## src/rtl/itas_pkg.sv

```systemverilog
// Package for the input trigger action selector: types and constants.
// Assumes a single system clock and a synchronous active-low reset.
package itas_pkg;

  // Trigger type selection; any code beyond the three types fires nothing.
  typedef enum logic [1:0] {
    TRIG_EDGE,
    TRIG_TOGGLE,
    TRIG_ALTERN
  } itas_trig_t;

  // Which of the two configured actions is next in turn.
  typedef enum logic {
    TURN_FIRST,
    TURN_SECOND
  } itas_turn_t;

  // Configuration carried into the block.
  typedef struct packed {
    itas_trig_t trig;       // Trigger type.
    logic       level_high; // Active level: 1 is High, 0 is Low.
  } itas_cfg_t;

  // Action request pulses.
  typedef struct packed {
    logic act1; // Request for the first action.
    logic act2; // Request for the second action.
  } itas_req_t;

  // Reset values.
  localparam itas_cfg_t  CFG_RST  = '{trig: TRIG_EDGE, level_high: 1'h1};
  localparam itas_req_t  REQ_RST  = '{act1: 1'h0, act2: 1'h0};
  localparam itas_turn_t TURN_RST = TURN_FIRST;
  localparam logic       LVL_RST  = 1'h0;

  // Cycles after reset release before edges are trusted; three lets the previous
  // sample take the input's level, so a level held through reset is no edge.
  localparam logic [1:0] ARM_CYCLES = 2'h3;
  localparam logic [1:0] ARM_RST    = 2'h0;
  localparam logic [1:0] ARM_STEP   = 2'h1;

endpackage

```

## src/rtl/itas_sync.sv

```systemverilog
// Synchroniser and edge detector for the user input.
// Assumes the input may change at any time relative to the system clock.
module itas_sync
  import itas_pkg::*;
(
  input  wire logic i_clk,   // System clock.
  input  wire logic i_rst_b, // Synchronous reset, active low.
  input  wire logic i_async, // Raw user input.
  output logic      o_level, // Synchronised level.
  output logic      o_rise,  // One-cycle pulse on a low-to-high change.
  output logic      o_fall   // One-cycle pulse on a high-to-low change.
);

  logic       meta;
  logic       sync;
  logic       prev;
  logic [1:0] arm;

  // Two-stage synchroniser; the first stage feeds only the second.
  always_ff @(posedge i_clk) begin
    if (!i_rst_b) begin
      meta <= LVL_RST;
      sync <= LVL_RST;
    end else begin
      meta <= i_async;
      sync <= meta;
    end
  end

  // Previous synchronised sample for transition detection.
  always_ff @(posedge i_clk) begin
    if (!i_rst_b) begin
      prev <= LVL_RST;
    end else begin
      prev <= sync;
    end
  end

  // Arming delay keeps the reset value of the pipe from looking like an edge.
  always_ff @(posedge i_clk) begin
    if (!i_rst_b) begin
      arm <= ARM_RST;
    end else if (arm != ARM_CYCLES) begin
      arm <= arm + ARM_STEP;
    end
  end

  // Transitions come from comparing consecutive samples.
  assign o_level = sync;
  assign o_rise  = (arm == ARM_CYCLES) && sync && !prev;  // [RULE9]
  assign o_fall  = (arm == ARM_CYCLES) && !sync && prev;  // [RULE9]

endmodule

```

## src/rtl/itas_top.sv

```systemverilog
// Input trigger action selector: turns one user input into action requests.
// Assumes the input comes from an outside contact, asynchronous to the clock.
// Behaviour
// [RULE1] Three trigger types are offered, edge, level toggle and level alternative.
// [RULE2] Edge type with level High requests the first action on every rising change.
// [RULE3] Edge type with level Low requests the first action on every falling change.
// [RULE4] Level toggle fires on every change and alternates between first and second action.
// [RULE5] Level toggle with level High follows a rising first action with a falling second.
// [RULE6] Level alternative with level High fires on rising changes and ignores falling ones.
// [RULE7] Level alternative with level Low fires on falling changes and ignores rising ones.
// [RULE8] Level alternative requests first then second action on successive accepted changes.
// [RULE9] The input is synchronised, edges come from consecutive samples, requests are pulses.
module itas_top
  import itas_pkg::*;
(
  input  wire logic      I_CLK_SYS,    // System clock, 10 MHz.
  input  wire logic      I_RST_B,      // Synchronous reset, active low.
  input  wire logic      I_USER_IN,    // Raw user input.
  input  wire itas_cfg_t I_CFG,        // Trigger type and active level.
  output itas_req_t      O_REQ,        // Registered one-cycle action requests.
  output logic           O_NEXT_SECOND // High when the second action is next.
);

  logic       lvl;
  logic       rise;
  logic       fall;
  itas_cfg_t  cfg_prev;
  logic       cfg_changed;
  itas_turn_t turn;
  itas_turn_t eff_turn;
  itas_turn_t next_turn;
  logic       fire;
  itas_req_t  next_req;

  // Decides whether a detected transition is accepted under the configuration.
  function automatic logic accept(input itas_cfg_t cfg, input logic r, input logic f);
    case (cfg.trig)
      TRIG_EDGE:   accept = cfg.level_high ? r : f;  // [RULE2] [RULE3]
      TRIG_TOGGLE: accept = r || f;                  // [RULE4]
      TRIG_ALTERN: accept = cfg.level_high ? r : f;  // [RULE6] [RULE7]
      default:     accept = 1'h0;
    endcase
  endfunction

  // Tells whether the trigger type alternates between the two actions.
  function automatic logic alternates(input itas_trig_t t);
    alternates = (t == TRIG_TOGGLE) || (t == TRIG_ALTERN);
  endfunction

  // Synchroniser and transition detector.
  itas_sync itas_sync_inst (
    .i_clk   (I_CLK_SYS),
    .i_rst_b (I_RST_B),
    .i_async (I_USER_IN),
    .o_level (lvl),
    .o_rise  (rise),
    .o_fall  (fall)
  );

  // Remembers the configuration so a change restarts the alternation.
  always_ff @(posedge I_CLK_SYS) begin
    if (!I_RST_B) begin
      cfg_prev <= CFG_RST;
    end else begin
      cfg_prev <= I_CFG;
    end
  end

  // A new configuration always starts with the first action.
  assign cfg_changed = (I_CFG != cfg_prev);
  assign eff_turn    = cfg_changed ? TURN_FIRST : turn;
  assign fire        = accept(I_CFG, rise, fall);  // [RULE1]

  // Next turn: flips on each accepted change in the alternating types.
  always_comb begin
    next_turn = eff_turn;
    if (fire && alternates(I_CFG.trig)) begin
      case (eff_turn)
        TURN_FIRST:  next_turn = TURN_SECOND;  // [RULE4] [RULE5] [RULE8]
        TURN_SECOND: next_turn = TURN_FIRST;   // [RULE4] [RULE8]
        default:     next_turn = TURN_FIRST;
      endcase
    end
  end

  // Turn state register.
  always_ff @(posedge I_CLK_SYS) begin
    if (!I_RST_B) begin
      turn <= TURN_RST;
    end else begin
      turn <= next_turn;
    end
  end

  // Request decode: edge type always asks for the first action.
  always_comb begin
    next_req      = REQ_RST;
    next_req.act1 = fire && (!alternates(I_CFG.trig) || eff_turn == TURN_FIRST); // [RULE2]
    next_req.act2 = fire && alternates(I_CFG.trig) && eff_turn == TURN_SECOND;   // [RULE5]
  end

  // Request pulses are registered and last one cycle per accepted change.
  always_ff @(posedge I_CLK_SYS) begin
    if (!I_RST_B) begin
      O_REQ <= REQ_RST;
    end else begin
      O_REQ <= next_req;  // [RULE9]
    end
  end

  assign O_NEXT_SECOND = (turn == TURN_SECOND);
endmodule

```

## config.mk

```make
export PLATFORM = sky130hd
export DESIGN_NAME = itas_top
export DESIGN_NICKNAME = d
export VERILOG_FILES = /design/src/rtl/itas_pkg.sv /design/src/rtl/itas_sync.sv /design/src/rtl/itas_top.sv
export SDC_FILE = /design/constraint.sdc
export NUM_CORES = 1
export LEC_CHECK = 0
export BUFFER_PORTS_ARGS = -buffer_cell sky130_fd_sc_hd__buf_2
export CAP_MARGIN = 20
export CORE_MARGIN = 2
export CORE_UTILIZATION = 35
export DETAILED_ROUTE_END_ITERATION = 7
export SYNTH_ARGS = -nofsm -noshare
export SYNTH_HDL_FRONTEND = slang
export SYNTH_SLANG_ARGS = --single-unit
export TNS_END_PERCENT = 5
```

## constraint.sdc

```tcl
create_clock -name I_CLK_SYS -period 2.52 [get_ports I_CLK_SYS]
set_input_delay 0.378 -clock I_CLK_SYS [delete_from_list [all_inputs] [get_ports I_CLK_SYS]]
set_output_delay 0.378 -clock I_CLK_SYS [all_outputs]
set_load 0.01 [all_outputs]
```

# Word level (Yosys, flattened, before mapping)

Cells that the tools add are included.

Register bits after elaboration: 11
Bits of input ports: 6
Output and inout port bits: 3
Word-level logic and storage cells: 36

Add/sub/neg operators: 1
Equal/unequal tests: 5
Muxes and demuxes: 5
Bitwise logic cells: 1
Reductions and logical operators: 15

Operators by type and width:

| cell                | number |
|---|---|
| $logic_and 1x1->1   | 7 |
| $eq 2x2->1 const B  | 2 |
| $pmux 1 s2          | 2 |
| $logic_not 1->1     | 3 |
| $logic_or 1x1->1    | 3 |
| $mux 1              | 3 |
| $ne 3x3->1          | 1 |
| $add 2x1->2 const B | 1 |
| $eq 2x1->1 const B  | 1 |
| $logic_not 2->1     | 1 |
| $ne 2x2->1 const B  | 1 |
| $reduce_or 2->1     | 1 |
| $not 1->1           | 1 |

# Longest topological paths before layout

Gate-level depths: netlist of the first run.

Word-level depth: 7
Gate-level depth with buffers: 8
Depth with buffers taken out: 8

# Cells and area by module

Synthesis of the first run repeated with hierarchy kept, for this count alone.

Cell total of the unflattened synthesis: 49
Area total of the unflattened synthesis: 505.5 um^2

Modules (own cells, without submodules):

| module    | times used | cells each | area each (um^2) | seq. area each (um^2) |
|---|---|---|---|---|
| itas_top  | 1          | 33         | 325.3            | 120.1 |
| itas_sync | 1          | 16         | 180.2            | 100.1 |

# Worst setup path before layout of the first run

OpenSTA, ideal clock, no wires.

Path kind: input -> register
Start: input I_CFG[1] (netlist bit)
End: register turn (netlist: O_NEXT_SECOND)
Setup time: 0.115 ns
Arrival time: 1.509 ns
Setup slack: 0.897 ns
Stages: 8
Path through: inv_1 -> ha_1 -> o21a_1 -> o21ai_0 -> o21ai_1 -> and3_1 -> ha_1 -> and2_1

Word-level cells in the longest chain between the ends: 5

Ends and longest elaborated chain:

| what                                            | RTL line                       | text |
|---|---|---|
| from (decl)                                     | itas_top.sv:19                 | `input wire itas_cfg_t I_CFG,` |
| $ne 3x3->1 (tied with other cells)              | itas_top.sv:70                 | `assign cfg_changed = (I_CFG != cfg_prev);` |
| $mux 1 or $reduce_or 2->1 (tied branches)       | -                              |  |
| $not 1->1 or $pmux 1 s2 (tied branches)         | itas_top.sv:78, itas_top.sv:37 |  |
| $pmux 1 s2 or $logic_and 1x1->1 (tied branches) | itas_top.sv:78, itas_top.sv:77 |  |
| $mux 1 (*)                                      | itas_top.sv:77                 | `if (fire && alternates(I_CFG.trig)) begin` |
| via next_turn                                   | itas_top.sv:31                 | `itas_turn_t next_turn;` |
| to (signal assigned)                            | itas_top.sv:91                 | `turn <= next_turn;` |
| to (decl)                                       | itas_top.sv:29                 | `itas_turn_t turn;` |

The timed path passes the listed nets; every way through them passes the cells marked *.
A chain may end at the register's enable or synchronous reset.

# Worst setup path in the final report of the first run

Same ends and word-level chain as after synthesis.

==> results.cfg, run 1 <==
[die]
chipWidth_um = 41.7
die_h_um = 41.7
die-area_sq_um = 1740
core-area_sq_um = 1320
ios = 9
rows = 13
start_util_pct = 37.7

[synthesis]
synthFlopType = dfxtp_1
syn_avg_cell_area_sq_um = 10.6
async_reset_ff_share_pct = 0
synth_top_area_share_pct = 44.3
synth-seq-cells = 11
synth_area_sq_um = 497
netlist_top_cells_count = 11 x dfxtp_1, 8 x and2_1, 6 x ha_1
synth_edf_count = 0
synth_area_leaders = dfxtp_1 44%, ha_1 15%, and2_1 10%, xnor2_1 3.5%, xor2_1 3.5%
synth_warnings = 0
synth_cell_type_count = 19
netlist_instances = 47
yosys.area.top_type = dfxtp_1
yosysMostFrequentCell = dfxtp_1
ys_seq_area_share_pct = 44.3
syn_nets = 59

[setup_path]
critical_path_peak_fanout = 5
cpMaxStageDelayCell = ha_1
arrival_ns = 1.74
crit_buf_inv = 2
crit_type = input port to flip-flop
critPathLaunchType = input port
end_kind = flip-flop
required_ns = 2.69
cp_top_family = adder cells
crit_chain = buf_2 > inv_1 > ha_1 > o21a_1 > o21ai_0 > o21ai_1 > and3_1 > ha_1 > and2_1
cp_common_cell = ha_1
critPathMaxStageDelay_ns = 0.26

[place]
hpwl_um = 547
gp_congestion = 0.683
dp_slack_ns = 0.650
port_buffers = 8
place_inst = 69

[clock_network]
clk_root_buffer_cell = clkbuf_4
htreeDepth = 1
clkTransAtPathRegs_ns = 0.07
numCtsBuffers = 3
clk_latency_ns = 0.27
post_cts_buffers = 0
cts_resized = 0
cts_hold_buf = 0
cts_tree = yes
clockBufferDepth = 2
clock_sinks = 11

[pwr]
total_power_uw = 359
peakVddDrop_v = 0.000381
power_leakage_uw = 0.000288
pwr_density_cell_nw_per_um2 = 624

[timing]
fin_crit_sh_pct = 62.2
slew_viol_final = 0
max_freq_ghz = 0.638
setup-tns-final_ns = 0
timing.final.ws_setup_ns = 0.953
worstMarginPinSlew_ns = 0.174
clock_skew_ns = 0.00419
min_period_ns = 1.57
finalSetupViolations = 0
maxSlewHeadroom_pct = 88.3
hold_violations = 0
grt_setup_unrepaired = false

[layout]
antenna_cells = 0
final_util_pct = 43.6
area_growth_pct = 15.6
fin_nets = 71
instances_no_fill = 73
fillers = 135
drive_above_1_share_pct = 20.7

[detailed_routing]
wl_per_cell_um = 10.1
ant_nets = 0
vias = 336
drcViolationCount = 0
drt_iter0_drc = 0
routed_via_density = 4.60
dr.pass1.iters = 1
routed_wl_um = 739

[grt]
grt_use_total_pct = 10.5
grt_use_met3_pct = 8.70
top_usage_layer = met2
antenna_found_initial = 0
grtUsageMet1_pct = 10.4
grt_pass1_wl_mm = 1.27
use_met2_pct = 14.1
grt_pass1_vias = 302
grt-ovfl-total = 0
grt_max_degree = 12

[run]
cap_violations = 0

[min_path]
hp-class = input port to flip-flop

[outcome]
status = finished clean
-- per-layer routing --
layer	vias up	share of wire, %
met5	-	0
met4	0	3.9
met3	5	10
met2	12	38
met1	142	48
li1	177	-
-- cell type report --
class	instances	area [sq um]	share of cell area, %
Multi-Input combinational cell	33	262	45.5
Sequential cell	11	220	38.3
Timing Repair Buffer	8	40.0	6.97
Clock buffer	4	26.3	4.58
Tap cell	15	18.8	3.27
Inverter	2	7.51	1.31
-- metrics by stage --
stage          hold slack, ns  instance area [sq um]
5_1_grt                 0.314                    574
2_1_floorplan           0.412                    497
3_5_place_dp            0.432                    548
6_report                0.309                    574
3_3_place_gp            0.414                    548
4_1_cts                 0.297                    574
-- worst paths after layout --
| kind | startpoint | end | slack [ns] | cells after the start |
|---|---|---|---|---|
| setup / recovery | I_CFG[1] | O_NEXT_SECOND$_SDFF_PN0_ | 0.95 | 9 |
| hold / removal | I_USER_IN | itas_sync_inst.meta$_SDFF_PN0_ | 0.31 | 2 |
| setup reg to reg | itas_sync_inst.arm[0]$_SDFFE_PN0P_ | O_NEXT_SECOND$_SDFF_PN0_ | 1.16 | 5 |
| hold reg to reg | itas_sync_inst.meta$_SDFF_PN0_ | itas_sync_inst.o_level$_SDFF_PN0_ | 0.44 | 1 |
-- flip-flops by register name, summed over array words and instances (netlist names) --
signal	cells
cfg_prev	3
O_REQ	2
itas_sync_inst.arm	2
O_NEXT_SECOND	1
itas_sync_inst.meta	1
itas_sync_inst.o_level	1
itas_sync_inst.prev	1
-- layout by cell type (no fill, tap or decap), types with 2 or more instances in the layout --
master / instances
clkbuf_4: 3
and3_1: 2
o21ai_1: 2
ha_1: 6
inv_1: 2
xor2_1: 2
xnor2_1: 2
buf_2: 8
nor2b_1: 2
and2_1: 8
dfxtp_1: 11
-- cells by family (layout without fill, tap and decap cells) --
logic type               count (synthesis)  in the layout  share of synthesized area [%]
multiplexers                             1              1                           2.02
AO/OA/AOI/OAI                            5              5                           6.55
flip-flops                              11             11                           44.3
XOR/XNOR                                 4              4                           7.05
buffers and inverters                    3             14                           3.02
AND/OR/NAND/NOR                         17             17                           21.9
adder cells (fa/ha/maj)                  6              6                           15.1
-- power breakdown --
group,leakage (uW),internal [uW],switching [uW]
Combinational,0.000182,24.5,21.6
Sequential,0.0000905,186,5.71
Clock,0.0000150,61.4,59.6
No activity file was read; power rests on OpenSTA's default activity.
==> run 2, diff against run 1 <==
Clock period 2.52 ns to 1.4 ns, I/O delays scaled along.
==> run 2 against run 1 <==
Non-clock buffer count up 4; cell area up 7.2%; clock skew up 0.0034 ns; global-route usage down 0.83 points; sequential power up 81%; register-to-register slack worse by 1.1 ns; total power up 82%; count of clock-buffer cells in the layout unchanged; routed wire length down 1.9%; first-iteration DRC count up 5; die area unchanged; clock power up 75%; critical path type is now flip-flop to flip-flop; largest cell class unchanged.
==> results.cfg, run 2 (same netlist as run 1, synthesis figures left out) <==
[timing]
min_period_ns = 1.31
fin_crit_sh_pct = 93.5
finalSetupViolations = 0
grt_setup_unrepaired = false
hold_violations = 0
clock_skew_ns = 0.00759
max_freq_ghz = 0.764
maxSlewHeadroom_pct = 88.1
slew_viol_final = 0
setup-tns-final_ns = 0
hold_ws_ns = 0.157
worstMarginPinSlew_ns = 0.177

[place]
hpwl_um = 561
port_buffers = 8
placed_cell_area_sq_um = 583
gp_congestion = 0.707
place_inst = 73

[setup_path]
cp_top_family = simple AND/OR/NAND/NOR gates
crit_chain = ha_2 > nor2b_2 > and3_1 > ha_1 > and2_1
crit_start = itas_sync_inst.arm[0]$_SDFFE_PN0P_
rr_startpoint = itas_sync_inst.arm[0]$_SDFFE_PN0P_
crit_buf_inv = 0
ff2ff_setup_slack_ns = 0.09
rr_endpoint = O_NEXT_SECOND$_SDFF_PN0_
arrival_ns = 1.47
critPathMaxStageDelay_ns = 0.33
critPathLaunchType = flip-flop
crit_type = flip-flop to flip-flop
worst_r2r_path_depth = 5
critical_path_peak_fanout = 2
cpMaxStageDelayCell = dfxtp_2
end_kind = flip-flop
required_ns = 1.56

[grt]
grt-ovfl-total = 0
grt_pass1_vias = 324
grt_use_total_pct = 9.63
antenna_found_initial = 0
grt_max_degree = 12
grt_pass1_wl_mm = 1.28

[detailed_routing]
drt_iter0_drc = 5
wl_per_cell_um = 9.42
dr.pass1.iters = 2
ant_nets = 0
vias = 338
routed_via_density = 4.39
drcViolationCount = 0
routed_wl_um = 725

[layout]
layout_common_cells = 10 x dfxtp_1, 8 x and2_1, 8 x buf_2
design_area_sq_um = 616
area_growth_pct = 23.9
antenna_cells = 0
top_register = cfg_prev
largest_reg_flops = 3
fin_nets = 75
instances_no_fill = 77
largestRegisters = cfg_prev (3), O_REQ (2), itas_sync_inst.arm (2)
drive_above_1_share_pct = 33.9
final_common_cell = dfxtp_1

[pwr]
peakVddDrop_v = 0.000691
power.internal_uw = 501
total_power_uw = 654
power.switching_uw = 153
power_leakage_uw = 0.000302
pwr_density_cell_nw_per_um2 = 1060
power_frac_seq_pct = 53.0
p_clk_share_pct = 32.5
p_sw_share_pct = 23.4
comb_power_share_pct = 14.5

[die]
start_util_pct = 37.7
ios = 9
chipWidth_um = 41.7
die-area_sq_um = 1740
rows = 13
core-area_sq_um = 1320
die_h_um = 41.7

[run]
cap_violations = 0

[clock_network]
post_cts_buffers = 0
numCtsBuffers = 3
clkTransAtPathRegs_ns = 0.07
clock_sinks = 11
clk_latency_ns = 0.26
clockBufferDepth = 2
cts_tree = yes
htreeDepth = 1
clk_root_buffer_cell = clkbuf_4
cts_hold_buf = 0

[min_path]
min_path_cells = 2
hp-start = I_USER_IN
hp-class = input port to flip-flop
hold_end = itas_sync_inst.meta$_SDFF_PN0_

[outcome]
status = finished clean
==> run 2: cell type report <==
cell class | count | area [sq um]
Inverter | 2 | 7.51
Clock buffer | 4 | 26.3
Tap cell | 15 | 18.8
Timing Repair Buffer | 12 | 70.1
Multi-Input combinational cell | 33 | 272
Sequential cell | 11 | 221
Fill cell | 128 | 702
==> run 2: how the worst max path moves through the flow <==
stage	cells after the start	slack (ns)	endpoint
floorplan	8	0.002	O_NEXT_SECOND$_SDFF_PN0_
global placement	9	-0.15	O_NEXT_SECOND$_SDFF_PN0_
CTS	5	0.06	O_NEXT_SECOND$_SDFF_PN0_
detailed placement	9	-0.18	O_NEXT_SECOND$_SDFF_PN0_
global route	9	0.0009	O_NEXT_SECOND$_SDFF_PN0_
finish	5	0.09	O_NEXT_SECOND$_SDFF_PN0_
==> run 2: metal layers <==
metal / wire length (um) / global-route usage, % / vias to the layer above
li1: - / - / 185
met4: 0 / 1.94 / 0
met3: 39 / 5.22 / 0
met2: 331 / 16.3 / 7
met5: 0 / 0 / -
met1: 354 / 10.6 / 146
==> run 2: per-stage QoR <==
step	setup slack [ns]	util, %
after global placement	-0.154	44.3
after global routing	0.000904	46.7
after CTS	0.0638	46.2
after floorplan	0.00226	-
after detailed placement	-0.184	44.3
final	0.0916	46.7
==> run 2: power groups by stage <==
stage | clock network (uW) | logic (uW) | registers [uW]
2_1_floorplan | 0 | 63.1 | 350
3_3_place_gp | 0 | 93.3 | 352
4_1_cts | 224 | 94.9 | 345
5_1_grt | 235 | 111 | 348
3_5_place_dp | 0 | 93.8 | 352
6_report | 212 | 94.9 | 346
==> run 2: what timing repair did <==
| action | 4_1_cts | 5_1_grt |
|---|---|---|
| endpoints found under the hold margin | 0 | 0 |
| endpoints found under the setup margin | 0 | 1 |
| resized for setup | 0 | 3 |
==> run 3, diff against run 2 <==
Settings changed: RECOVER_POWER set to 25.
==> run 3 against run 2 <==
Routed wire length rose by 0.28%; clock power is essentially flat; largest cell class unchanged; global-route usage is the same; cell count did not move; die area is the same; largest power group unchanged; first-iteration DRC count unchanged; register-to-register slack about the same.
==> results.cfg, run 3 (same netlist as run 1, synthesis figures left out) <==
[outcome]
status = finished clean

[clock_network]
cts_hold_buf = 0
post_cts_buffers = 0
cts_tree = yes
numCtsBuffers = 3
clkTransAtPathRegs_ns = 0.07
clk_root_buffer_cell = clkbuf_4
clock_sinks = 11
clockBufferDepth = 2
clk_latency_ns = 0.26
htreeDepth = 1

[die]
ios = 9
core-area_sq_um = 1320
rows = 13
die_h_um = 41.7
start_util_pct = 37.7
die-area_sq_um = 1740
chipWidth_um = 41.7

[pwr]
power.internal_uw = 500
power_frac_seq_pct = 53.0
power.switching_uw = 153
power_leakage_uw = 0.000300
p_sw_share_pct = 23.4
p_clk_share_pct = 32.5
peakVddDrop_v = 0.000691
comb_power_share_pct = 14.5
pwr_density_cell_nw_per_um2 = 1060

[layout]
largest_reg_flops = 3
fin_nets = 75
area_growth_pct = 23.7
antenna_cells = 0
layout_common_cells = 10 x dfxtp_1, 8 x and2_1, 7 x buf_2
drive_above_1_share_pct = 32.3
top_register = cfg_prev
final_common_cell = dfxtp_1
largestRegisters = cfg_prev (3), O_REQ (2), itas_sync_inst.arm (2)
fillers = 127
design_area_sq_um = 614
instances_no_fill = 77

[detailed_routing]
wl_per_cell_um = 9.44
ant_nets = 0
drt_iter0_drc = 5
routed_wl_um = 727
routed_via_density = 4.39
dr.pass1.iters = 2
vias = 338
drcViolationCount = 0

[grt]
top_usage_layer = met2
grt_pass1_vias = 324
antenna_found_initial = 0
grt_max_degree = 12
grt_use_total_pct = 9.63
use_met2_pct = 16.3
grtUsageMet1_pct = 10.6
grt-ovfl-total = 0
grt_pass1_wl_mm = 1.28
grt_use_met3_pct = 5.22

[place]
gp_congestion = 0.707
port_buffers = 8
hpwl_um = 561
placed_cell_area_sq_um = 583
dp_slack_ns = -0.184
place_inst = 73

[setup_path]
crit_buf_inv = 0
end_kind = flip-flop
arrival_ns = 1.47
cp_top_family = simple AND/OR/NAND/NOR gates
ff2ff_setup_slack_ns = 0.09
crit_start = itas_sync_inst.arm[0]$_SDFFE_PN0P_
cp-endpoint = O_NEXT_SECOND$_SDFF_PN0_
critical_path_peak_fanout = 2
critPathLaunchType = flip-flop
crit_type = flip-flop to flip-flop
cpMaxStageDelayCell = dfxtp_2
rr_endpoint = O_NEXT_SECOND$_SDFF_PN0_
worst_r2r_path_depth = 5
required_ns = 1.56
rr_startpoint = itas_sync_inst.arm[0]$_SDFFE_PN0P_
cp.depth = 5
critPathMaxStageDelay_ns = 0.33
crit_chain = ha_2 > nor2b_2 > and3_1 > ha_1 > and2_1

[timing]
finalSetupViolations = 0
fin_crit_sh_pct = 93.5
grt_setup_unrepaired = false
min_period_ns = 1.31
hold_ws_ns = 0.157
maxSlewHeadroom_pct = 77.6
clock_skew_ns = 0.00758
hold_violations = 0
slew_viol_final = 0
max_freq_ghz = 0.764
timing.final.ws_setup_ns = 0.0915
worstMarginPinSlew_ns = 0.336

[run]
cap_violations = 0

[min_path]
hp-class = input port to flip-flop
[run 3: changes by cell type in the layout (fill, tap and decap cells not counted)]
cell	before	now
buf_2	8	7
clkbuf_1	1	2
[run 3: worst min path at each step]
stage	end	depth (start not counted)	startpoint	slack [ns]
after floorplan	cfg_prev[0]$_SDFF_PN1_	1	I_RST_B	0.28
after global placement	itas_sync_inst.o_level$_SDFF_PN0_	1	itas_sync_inst.meta$_SDFF_PN0_	0.42
after detailed placement	itas_sync_inst.meta$_SDFF_PN0_	2	I_USER_IN	0.42
after CTS	itas_sync_inst.meta$_SDFF_PN0_	2	I_USER_IN	0.15
after global routing	itas_sync_inst.meta$_SDFF_PN0_	2	I_USER_IN	0.15
final	itas_sync_inst.meta$_SDFF_PN0_	2	I_USER_IN	0.16
[run 3: layout make-up]
cell class	count	area [sq um]	share of cell area, %
flip-flops and latches	11	221	36.0
clock buffers	4	26.3	4.28
repair buffers	12	68.8	11.2
inverters	2	7.51	1.22
multi-input cells	33	272	44.2
well taps	15	18.8	3.05
[run 3: repair_timing]
| action | CTS | global route |
|---|---|---|
| hold endpoints to repair | 0 | 0 |
| endpoints found under the setup margin | 0 | 1 |
| gates resized for setup | 0 | 3 |
[run 3: power groups by stage]
stage                     clock network, uW  logic (uW)  registers, uW
final                                   212        94.5            346
after global routing                    235         110            348
after CTS                               224        94.9            345
after detailed placement                  0        93.8            352
after global placement                    0        93.3            352
after floorplan                           0        63.1            350
[run 3: routing by layer]
layer  vias to the layer above  part of all wire (%)  wire [um]
li1                        185                     -          -
met1                       146                    49        355
met2                         7                    46        331
met3                         0                   5.5         40
met4                         0                     0          0
met5                         -                     0          0
[run 3: metrics by stage]
stage | setup TNS, ns | util (%) | power [uW]
2_1_floorplan | 0 | - | 414
3_3_place_gp | -0.227 | 44.3 | 445
3_5_place_dp | -0.271 | 44.3 | 446
4_1_cts | 0 | 46.2 | 664
5_1_grt | 0 | 46.6 | 693
6_report | 0 | 46.6 | 653
